**src/include/dsp_consts.svh**
```systemverilog
/*
  Pad select encodings and pad indices for the shared DMA/peripheral pad mux.
  Assumes inclusion by the mux module and the testbench only.
*/
`ifndef DSP_CONSTS_SVH
`define DSP_CONSTS_SVH
`define DSP_SEL_GPIO       2'h0
`define DSP_SEL_ALT1       2'h1
`define DSP_SEL_ALT2       2'h2
`define DSP_ISEL_ALT       2'h1
`define DSP_NUM_PADS       13
`define DSP_NUM_CH         4
`define DSP_PAD_REQ0       0
`define DSP_PAD_ACK0       1
`define DSP_PAD_EOT0       2
`define DSP_PAD_REQ1       3
`define DSP_PAD_ACK1       4
`define DSP_PAD_EOT1       5
`define DSP_PAD_REQ2       6
`define DSP_PAD_ACK2       7
`define DSP_PAD_EOT2       8
`define DSP_PAD_REQ3       9
`define DSP_PAD_EOT3       10
`define DSP_PAD_CS1        11
`define DSP_PAD_CS2        12
`endif

```
**src/include/dsp_pkg.sv**
```systemverilog
/*
  Types for the shared pad mux.
  Assumes dsp_consts.svh is on the include path.
*/
package dsp_pkg;
  typedef struct packed {
    logic [1:0] output_select;
    logic [1:0] tristate_select;
    logic [1:0] input_select;
  } dsp_pad_cfg_t;
  typedef struct packed {
    logic o;
    logic oe;
  } dsp_pad_drv_t;
endpackage : dsp_pkg

```
**src/dsp_pin_mux.sv**
```systemverilog
/*
  Shared pad mux: DMA request, acknowledge, end-of-transfer/terminal count,
  peripheral address 05:07, peripheral parity 0:2 and chip selects 1:5.
  Assumes configuration comes from system registers on the same clock and
  pads arrive asynchronously; pad resolution is done by the testbench.
*/
`timescale 1ns/1ps
`include "dsp_consts.svh"
module dsp_pin_mux #(
  parameter int NPADS = `DSP_NUM_PADS,
  parameter int NCH   = `DSP_NUM_CH
) (
  input  wire logic                      clk_i,
  input  wire logic                      rst_i,
  input  wire dsp_pkg::dsp_pad_cfg_t     pad_cfg_i [NPADS],
  input  wire logic [NCH-1:0]            eot_direction_select_i,
  input  wire logic [2:0]                nand_ce_grouping_i,
  input  wire logic                      nand_cs0_grouping_i,
  input  wire logic [NPADS-1:0]          pad_in_i,
  output logic      [NPADS-1:0]          pad_out_o,
  output logic      [NPADS-1:0]          pad_oe_o,
  input  wire logic [NCH-1:0]            dma_acknowledge_i,
  input  wire logic [NCH-1:0]            terminal_count_out_i,
  input  wire logic [0:26]               periph_address_i,
  input  wire logic [2:0]                periph_parity_out_i,
  input  wire logic [2:0]                periph_parity_oe_i,
  input  wire logic [1:5]                periph_chip_select_n_i,
  input  wire logic [1:2]                nand_chip_enable_n_i,
  input  wire logic                      periph_chip_select0_n_i,
  input  wire logic                      nand_chip_enable0_n_i,
  output logic                           cs0_pad_n_o,
  output logic      [NCH-1:0]            dma_request_o,
  output logic      [NCH-1:0]            end_of_transfer_in_o,
  output logic      [2:0]                periph_parity_in_o,
  output logic      [NPADS-1:0]          gpio_in_o,
  output logic      [0:26]               periph_address_o
);

  ////////////////////////////////////////////////////////////////////////////
  logic [NPADS-1:0] pad_meta;
  logic [NPADS-1:0] pad_sync;
  logic [NPADS-1:0] next_out;
  logic [NPADS-1:0] next_oe;

  function automatic logic both_sel(input dsp_pkg::dsp_pad_cfg_t c,
                                    input logic [1:0] s);
    both_sel = (c.output_select == s) && (c.tristate_select == s);
  endfunction : both_sel

  // Pads are asynchronous to clk_i
  always_ff @(posedge clk_i) begin
    if (rst_i) begin
      pad_meta <= '0;
      pad_sync <= '0;
    end else begin
      pad_meta <= pad_in_i;
      pad_sync <= pad_meta;
    end
  end

  ////////////////////////////////////////////////////////////////////////////
  // Output drive per pad; GPIO select leaves pad undriven here
  always_comb begin
    next_out = '0;
    next_oe  = '0;
    for (int i = 0; i < NPADS; i++) begin
      next_out[i] = 1'b0;
    end
    // Channel 0 pads double as address 05:07
    if (both_sel(pad_cfg_i[`DSP_PAD_REQ0], `DSP_SEL_ALT1)) begin
      next_out[`DSP_PAD_REQ0] = periph_address_i[0];
      next_oe[`DSP_PAD_REQ0]  = 1'b1;
    end
    if (both_sel(pad_cfg_i[`DSP_PAD_ACK0], `DSP_SEL_ALT1)) begin
      next_out[`DSP_PAD_ACK0] = periph_address_i[1];
      next_oe[`DSP_PAD_ACK0]  = 1'b1;
    end else if (both_sel(pad_cfg_i[`DSP_PAD_ACK0], `DSP_SEL_ALT2)) begin
      next_out[`DSP_PAD_ACK0] = dma_acknowledge_i[0];
      next_oe[`DSP_PAD_ACK0]  = 1'b1;
    end
    if (both_sel(pad_cfg_i[`DSP_PAD_EOT0], `DSP_SEL_ALT1)) begin
      next_out[`DSP_PAD_EOT0] = periph_address_i[2];
      next_oe[`DSP_PAD_EOT0]  = 1'b1;
    end else if (both_sel(pad_cfg_i[`DSP_PAD_EOT0], `DSP_SEL_ALT2)) begin
      next_out[`DSP_PAD_EOT0] = terminal_count_out_i[0];
      next_oe[`DSP_PAD_EOT0]  = eot_direction_select_i[0];
    end
    // Channel 1 pads double as chip selects 3:5
    if (both_sel(pad_cfg_i[`DSP_PAD_REQ1], `DSP_SEL_ALT1) && !nand_ce_grouping_i[2]) begin
      next_out[`DSP_PAD_REQ1] = periph_chip_select_n_i[3];
      next_oe[`DSP_PAD_REQ1]  = 1'b1;
    end
    if (both_sel(pad_cfg_i[`DSP_PAD_ACK1], `DSP_SEL_ALT1)) begin
      next_out[`DSP_PAD_ACK1] = periph_chip_select_n_i[4];
      next_oe[`DSP_PAD_ACK1]  = 1'b1;
    end else if (both_sel(pad_cfg_i[`DSP_PAD_ACK1], `DSP_SEL_ALT2)) begin
      next_out[`DSP_PAD_ACK1] = dma_acknowledge_i[1];
      next_oe[`DSP_PAD_ACK1]  = 1'b1;
    end
    if (both_sel(pad_cfg_i[`DSP_PAD_EOT1], `DSP_SEL_ALT1)) begin
      next_out[`DSP_PAD_EOT1] = periph_chip_select_n_i[5];
      next_oe[`DSP_PAD_EOT1]  = 1'b1;
    end else if (both_sel(pad_cfg_i[`DSP_PAD_EOT1], `DSP_SEL_ALT2)) begin
      next_out[`DSP_PAD_EOT1] = terminal_count_out_i[1];
      next_oe[`DSP_PAD_EOT1]  = eot_direction_select_i[1];
    end
    // Channel 2 pads double as parity 0:2
    if (both_sel(pad_cfg_i[`DSP_PAD_REQ2], `DSP_SEL_ALT1)) begin
      next_out[`DSP_PAD_REQ2] = periph_parity_out_i[0];
      next_oe[`DSP_PAD_REQ2]  = periph_parity_oe_i[0];
    end
    if (both_sel(pad_cfg_i[`DSP_PAD_ACK2], `DSP_SEL_ALT1)) begin
      next_out[`DSP_PAD_ACK2] = periph_parity_out_i[1];
      next_oe[`DSP_PAD_ACK2]  = periph_parity_oe_i[1];
    end else if (both_sel(pad_cfg_i[`DSP_PAD_ACK2], `DSP_SEL_ALT2)) begin
      next_out[`DSP_PAD_ACK2] = dma_acknowledge_i[2];
      next_oe[`DSP_PAD_ACK2]  = 1'b1;
    end
    if (both_sel(pad_cfg_i[`DSP_PAD_EOT2], `DSP_SEL_ALT1)) begin
      next_out[`DSP_PAD_EOT2] = periph_parity_out_i[2];
      next_oe[`DSP_PAD_EOT2]  = periph_parity_oe_i[2];
    end else if (both_sel(pad_cfg_i[`DSP_PAD_EOT2], `DSP_SEL_ALT2)) begin
      next_out[`DSP_PAD_EOT2] = terminal_count_out_i[2];
      next_oe[`DSP_PAD_EOT2]  = eot_direction_select_i[2];
    end
    // Channel 3 end-of-transfer pad; its request pad is input only
    if (both_sel(pad_cfg_i[`DSP_PAD_EOT3], `DSP_SEL_ALT2)) begin
      next_out[`DSP_PAD_EOT3] = terminal_count_out_i[3];
      next_oe[`DSP_PAD_EOT3]  = eot_direction_select_i[3];
    end
    // Chip selects 1:2 share pads with NAND enables
    for (int k = 1; k <= 2; k++) begin
      if (both_sel(pad_cfg_i[`DSP_PAD_CS1 + k - 1], `DSP_SEL_ALT1)) begin
        next_out[`DSP_PAD_CS1 + k - 1] = nand_ce_grouping_i[k-1] ?
          nand_chip_enable_n_i[k] : periph_chip_select_n_i[k];
        next_oe[`DSP_PAD_CS1 + k - 1]  = 1'b1;
      end
    end
  end

  // Registered pad drive; reset leaves every shared pad released as GPIO and drives the CS0 pad high
  always_ff @(posedge clk_i) begin
    if (rst_i) begin
      pad_out_o   <= '0;
      pad_oe_o    <= '0;
      cs0_pad_n_o <= 1'b1;
    end else begin
      pad_out_o   <= next_out;
      pad_oe_o    <= next_oe;
      cs0_pad_n_o <= nand_cs0_grouping_i ? nand_chip_enable0_n_i
                                         : periph_chip_select0_n_i;
    end
  end

  ////////////////////////////////////////////////////////////////////////////
  // Input routing from synchronised pads
  localparam int REQ_PAD [4] = '{`DSP_PAD_REQ0, `DSP_PAD_REQ1, `DSP_PAD_REQ2,
                                 `DSP_PAD_REQ3};
  localparam int XFER_END_PAD [4] = '{`DSP_PAD_EOT0, `DSP_PAD_EOT1, `DSP_PAD_EOT2,
                                 `DSP_PAD_EOT3};

  always_ff @(posedge clk_i) begin
    if (rst_i) begin
      dma_request_o        <= '0;
      end_of_transfer_in_o <= '0;
      periph_parity_in_o   <= '0;
      gpio_in_o            <= '0;
    end else begin
      gpio_in_o <= pad_sync;
      for (int c = 0; c < NCH; c++) begin
        dma_request_o[c] <= pad_cfg_i[REQ_PAD[c]].input_select == `DSP_ISEL_ALT
                            && pad_cfg_i[REQ_PAD[c]].tristate_select == `DSP_SEL_ALT2
                            && pad_sync[REQ_PAD[c]];
        // Output mode masks the input so a terminal count cannot end its own channel
        end_of_transfer_in_o[c] <= !eot_direction_select_i[c]
                            && pad_cfg_i[XFER_END_PAD[c]].input_select == `DSP_ISEL_ALT
                            && pad_sync[XFER_END_PAD[c]];
      end
      periph_parity_in_o[0] <= pad_sync[`DSP_PAD_REQ2];
      periph_parity_in_o[1] <= pad_sync[`DSP_PAD_ACK2];
      periph_parity_in_o[2] <= pad_sync[`DSP_PAD_EOT2];
    end
  end

  // Address 05:07 gated per pad, 08:31 always through
  always_ff @(posedge clk_i) begin
    if (rst_i) begin
      periph_address_o <= '0;
    end else begin
      periph_address_o        <= periph_address_i;
      periph_address_o[0]     <= next_out[`DSP_PAD_REQ0]
                                 & both_sel(pad_cfg_i[`DSP_PAD_REQ0], `DSP_SEL_ALT1);
      periph_address_o[1]     <= periph_address_i[1]
                                 & both_sel(pad_cfg_i[`DSP_PAD_ACK0], `DSP_SEL_ALT1);
      periph_address_o[2]     <= periph_address_i[2]
                                 & both_sel(pad_cfg_i[`DSP_PAD_EOT0], `DSP_SEL_ALT1);
    end
  end

  ////////////////////////////////////////////////////////////////////////////
  AST_XFER_END_DIR: assert property (@(posedge clk_i) disable iff (rst_i)
    eot_direction_select_i[0] |=> !end_of_transfer_in_o[0])
    else $error("end of transfer seen while in output mode");
  AST_TCOUNT_DRIVE: assert property (@(posedge clk_i) disable iff (rst_i)
    both_sel(pad_cfg_i[`DSP_PAD_EOT3], `DSP_SEL_ALT2) && eot_direction_select_i[3]
    |=> pad_oe_o[`DSP_PAD_EOT3] && pad_out_o[`DSP_PAD_EOT3] == $past(terminal_count_out_i[3]))
    else $error("terminal count not driven");
  AST_XFER_END_RELEASE: assert property (@(posedge clk_i) disable iff (rst_i)
    !eot_direction_select_i[2] |=> !pad_oe_o[`DSP_PAD_EOT2]
      || $past(pad_cfg_i[`DSP_PAD_EOT2].output_select) == `DSP_SEL_ALT1)
    else $error("end of transfer pad driven in input mode");
  AST_CS1_ROUTE: assert property (@(posedge clk_i) disable iff (rst_i)
    !nand_ce_grouping_i[0] && both_sel(pad_cfg_i[`DSP_PAD_CS1], `DSP_SEL_ALT1)
    |=> pad_oe_o[`DSP_PAD_CS1] && pad_out_o[`DSP_PAD_CS1] == $past(periph_chip_select_n_i[1]))
    else $error("chip select 1 not routed");
  AST_CS0_ROUTE: assert property (@(posedge clk_i) disable iff (rst_i)
    !nand_cs0_grouping_i |=> cs0_pad_n_o == $past(periph_chip_select0_n_i))
    else $error("chip select 0 not routed");
  AST_ADDR_MSB: assert property (@(posedge clk_i) disable iff (rst_i)
    !both_sel(pad_cfg_i[`DSP_PAD_REQ0], `DSP_SEL_ALT1) |=> !periph_address_o[0])
    else $error("address 05 present while unselected");
  AST_ADDR_LSB: assert property (@(posedge clk_i) disable iff (rst_i)
    1'b1 |=> periph_address_o[26] == $past(periph_address_i[26]))
    else $error("address 31 not passed");
  AST_GPIO_IDLE: assert property (@(posedge clk_i) disable iff (rst_i)
    pad_cfg_i[`DSP_PAD_CS2].output_select == `DSP_SEL_GPIO |=> !pad_oe_o[`DSP_PAD_CS2])
    else $error("general purpose pad driven");

endmodule : dsp_pin_mux

```
**config.mk**
```make
export PLATFORM = sky130hd
export DESIGN_NAME = dsp_pin_mux
export DESIGN_NICKNAME = d
export VERILOG_FILES = /design/src/include/dsp_pkg.sv /design/src/dsp_pin_mux.sv
export VERILOG_INCLUDE_DIRS = /design/src /design/src/include
export SDC_FILE = /design/constraint.sdc
export NUM_CORES = 1
export LEC_CHECK = 0
export ABC_AREA = 1
export BUFFER_PORTS_ARGS = -buffer_cell sky130_fd_sc_hd__buf_4
export CORE_MARGIN = 3
export CORE_UTILIZATION = 34
export CTS_BUF_LIST = sky130_fd_sc_hd__clkbuf_4 sky130_fd_sc_hd__clkbuf_8 sky130_fd_sc_hd__clkbuf_16
export CTS_CLUSTER_SIZE = 25
export DETAILED_ROUTE_END_ITERATION = 12
export PLACE_DENSITY = 0.69
export RECOVER_POWER = 100
export SETUP_SLACK_MARGIN = 0.15
export SLEW_MARGIN = 5
export SYNTH_ARGS = -nofsm -noshare
export SYNTH_HDL_FRONTEND = slang
export SYNTH_SLANG_ARGS = --single-unit
```
**constraint.sdc**
```tcl
create_clock -name clk_i -period 1.1 [get_ports clk_i]
set_clock_uncertainty 0.1 [all_clocks]
set_input_delay 0.165 -clock clk_i [delete_from_list [all_inputs] [get_ports clk_i]]
set_output_delay 0.165 -clock clk_i [all_outputs]
set_load 0.01 [all_outputs]
```
* Word level (Yosys, flattened, before mapping)
Index checks and enable logic that the tools add are counted.
** Storage, ports and cells
- Bits in registers :: 104
- ROM bits :: 0
- Bits in latches :: 0
- Memories kept :: 0
- RAM bits :: 0
- Output and inout bits :: 78
- Logic and storage cells :: 152
- Input port bits :: 151
** Operators by class
- Reduce and logical (&&, ||, !) cells :: 45
- Equality and inequality tests :: 48
- $add $sub $neg :: 0
- Bitwise operators :: 8
- Divide/modulo/power cells :: 0
- Shifts and indexed selects :: 0
- Order comparisons :: 0
- $mul :: 0
- Muxes and demuxes :: 32
** Operators with widths (number)
- $eq A2 B1 Y1 const B :: 30
- $eq A2 B2 Y1 const B :: 18
- $logic_and A1 B1 Y1 :: 35
- $mux W1 :: 32
- $reduce_or A2 Y1 :: 5
- $logic_not A1 Y1 :: 5
- $not A1 Y1 :: 5
- $and A1 B1 Y1 :: 3

* Logic depth before layout (Yosys ltp)
- Depth in word-level cells :: 5
- Gate-level depth with buffers :: 4

* Least setup slack after synthesis
OpenSTA, ideal clock, no wires.
- Path kind :: input -> register
- Start point :: input port rst_i
- End point :: register pad_out_o[12]
- Data arrival time :: 605 ps
- Data required time :: 936 ps
- Setup slack :: 331 ps
- Stages on the path :: 4
- Cell sequence :: buf_6 nor3_2 nand3_1 nor2_1
** On the way
- Longest elaborated chain between the ends :: 1
** RTL lines
- from (decl) :: RTL line dsp_pin_mux.sv:14 : input wire logic rst_i,
- $reduce_or A2 Y1 (no line)
- to (signal assigned) :: RTL line dsp_pin_mux.sv:148 : pad_out_o <= next_out;
- to (decl) :: RTL line dsp_pin_mux.sv:20 : output logic [NPADS-1:0] pad_out_o,
No other way between the ends.
A chain may end at the register's enable or synchronous reset.

==> results.json <==
{
  "async_reset_ff_share_pct": 0,
  "crit_path_end_kind": "output pin",
  "cts_tree": "yes",
  "drc": 0,
  "clk_pin_slew_ns": 0.11,
  "syn_avg_cell_area_sq_um": 8.30,
  "synth-seq-cells": 98,
  "worstSkewPairLatency_ns": 0.35,
  "yosysMostFrequentCell": "inv_1",
  "synth-edff-count": 0,
  "syn_inst": 383,
  "worstPathArrival_ns": 0.82,
  "place_area_sq_mm": 0.00488,
  "crit_path_max_fanout": 2,
  "hold_viol_final": 4,
  "wl_per_cell_microns": 13.7,
  "setup_viol": 0,
  "ctsRootBufferMaster": "clkbuf_8",
  "powerDensity_mw_per_mm2": 1100,
  "htreeDepth": 3,
  "die_w_microns": 103,
  "synth_top_cell_area_share_pct": 61.7,
  "power.internal_uw": 5350,
  "fin_crit_sh_pct": 98.7,
  "start_util_pct": 35.8,
  "gp_congestion": 0.754,
  "synth_area_leaders": "dfxtp_1, inv_1, nor2_1, nand3_1, nand2_1",
  "p_comb_share_pct": 17.0,
  "period_minus_slack_ns": 1.09,
  "hold_ws_ns": -0.0364,
  "pwr-share-clk_pct": 31.0,
  "portBuffers": 213,
  "ys.flop_type": "dfxtp_1",
  "cellLeakagePower_uw": 0.00341,
  "grt_first_pass_wirelength_microns": 15900,
  "max-clock-path-buffers": 2,
  "ys_warn_count": 0,
  "totalWireLength_microns": 11200,
  "p_sw_share_pct": 25.3,
  "area_growth_pct": 105,
  "track_usage_pct": 19.6,
  "startpoint_type": "flop",
  "yosysUniqueCellTypes": 16,
  "irDropWorstVdd_v": 0.000687,
  "antenna_found_initial": 0,
  "drive_gt1_share_pct": 42.1,
  "drv_cap": 0,
  "p_seq_share_pct": 52.0,
  "synth_area_sq_mm": 0.00318,
  "cts_made_buffers": 9,
  "stdcell_area_sq_mm": 0.00651,
  "dp_cells": 697,
  "synthTopCellsByCount": "inv_1, dfxtp_1, nor2_1",
  "drt_iter0_markers": 81,
  "core_sq_mm": 0.00889,
  "slew_violations": 0,
  "post-dp-hpwl_microns": 6540,
  "max_clock_freq_mhz": 921,
  "post_drt_via_cell_ratio": 4.27,
  "gr-total-overflow": 0,
  "vias": 3496,
  "crit_required_ns": 0.83,
  "die_y_microns": 103,
  "slowest_stage": "dfxtp_2",
  "min-delay-path-class": "input port to flop",
  "violations": "hold timing",
  "dr.pass1.iters": 4,
  "crit_type": "flop to output pin",
  "rsz0062_at_grt": "yes",
  "clock_sinks": 98,
  "fin_cells": 819,
  "num_antenna_cells": 0,
  "critical-path-top-delay-family": "flip-flops",
  "status": "complete, but fails checks",
  "grt_pass1_vias": 3533,
  "ys_seq_area_share_pct": 61.7,
  "rows": 34,
  "slowest_delay_ns": 0.37,
  "finalSetupTns_ns": 0,
  "nNetsFinal": 857,
  "io_pins": 229,
  "p_switching_uw": 1820,
  "worst-path-buf-inv": 1,
  "dieArea_sq_mm": 0.0106,
  "grt_max_degree": 24,
  "yosys.area.top_type": "dfxtp_1",
  "ant_nets": 0,
  "path_cells": "buf_6"
}
==> path summary, 6_finish.rpt <==
path | endpoint | start | cells past startpoint | slack (ns)
setup / recovery | gpio_in_o[7] | periph_parity_in_o[1] | 1 | 0.01
hold / removal | pad_oe_o[11] | pad_cfg_i[9] | 4 | -0.04
setup reg to reg | dma_request_o[0] | pad_sync[0] | 4 | 0.19
hold reg to reg | periph_parity_in_o[1] | pad_sync[7] | 2 | 0.30
==> worst min-delay path, stage by stage <==
cell,delay [ns]
buf_4,0.08
nor3_1,0.04
nand3_1,0.07
inv_1,0.04
==> cells by family (layout without fill, tap and decap cells) <==
logic type / Yosys count / in the layout / share of synthesized area, %
other: 1 / 2 / 0.118
AOI/OAI and AO/OA: 13 / 13 / 2.05
and+or+nand+nor: 150 / 150 / 20.5
buffers and inverters: 121 / 448 / 15.6
DFF: 98 / 98 / 61.7
==> repair_timing <==
action / in CTS / in global routing
endpoints found under the setup margin: 76 / 92
buffers inserted: 0 / 2
pin swaps: 0 / 12
resized for setup: 146 / 28
hold buffers: 100 / 5
endpoints found under the hold margin: 71 / 11
==> cell usage in the layout, fill, tap and decap left out, types with 2 or more instances in the layout <==
| cell type | n |
|---|---|
| clkinv_4 | 3 |
| a21oi_1 | 12 |
| nand3_1 | 20 |
| clkbuf_1 | 6 |
| inv_1 | 105 |
| dfxtp_2 | 57 |
| nor2_4 | 3 |
| conb_1 | 2 |
| dlymetal6s4s_1 | 9 |
| dlygate4sd3_1 | 95 |
| clkbuf_8 | 9 |
| dfxtp_1 | 41 |
| nor3_2 | 3 |
| inv_8 | 3 |
| buf_4 | 112 |
| nor4_1 | 3 |
| nand4_1 | 8 |
| buf_6 | 78 |
| nand2_1 | 21 |
| clkbuf_2 | 3 |
| nor2_2 | 2 |
| nor2_1 | 84 |
| nor3_1 | 5 |
| clkbuf_4 | 23 |
==> stage by stage <==
step	worst slack, ns	util (%)	power (uW)
2_1_floorplan	0.331	-	4050
3_3_place_gp	0.0785	54.9	4590
3_5_place_dp	0.0540	54.9	4620
4_1_cts	-0.00347	72.5	7220
5_1_grt	-0.0337	73.2	7530
6_report	0.0146	73.2	7170
==> routing by layer <==
metal	share of wire, %	wire, microns	track usage [%]
met1	36	3990	18.4
met2	54	6090	38.7
met3	8.0	901	6.63
met4	1.9	217	6.76
met5	0	0	0
==> registers in the layout, summed over array words and instances (netlist names) <==
name                  cells
end_of_transfer_in_o      4
periph_address_o         27
pad_sync                 13
gpio_in_o                11
pad_meta                 13
cs0_pad_n_o               1
periph_parity_in_o        2
pad_oe_o                 12
dma_request_o             4
pad_out_o                11
==> layout make-up <==
| cell class | count | area (sq um) |
|---|---|---|
| Tap cell | 108 | 135 |
| Sequential cell | 98 | 2030 |
| Clock inverter | 7 | 68.8 |
| Fill cell | 596 | 2380 |
| Timing Repair Buffer | 326 | 2990 |
| Multi-Input combinational cell | 165 | 758 |
| Inverter | 106 | 398 |
| Clock buffer | 9 | 124 |
==> power groups by stage <==
stage	Clock, uW	Combinational (uW)	Sequential, uW
6_report	2220	1220	3730
5_1_grt	2460	1320	3740
4_1_cts	2320	1170	3730
3_5_place_dp	0	833	3780
3_3_place_gp	0	809	3780
2_1_floorplan	0	226	3820
No activity file was read; power rests on OpenSTA's default activity.
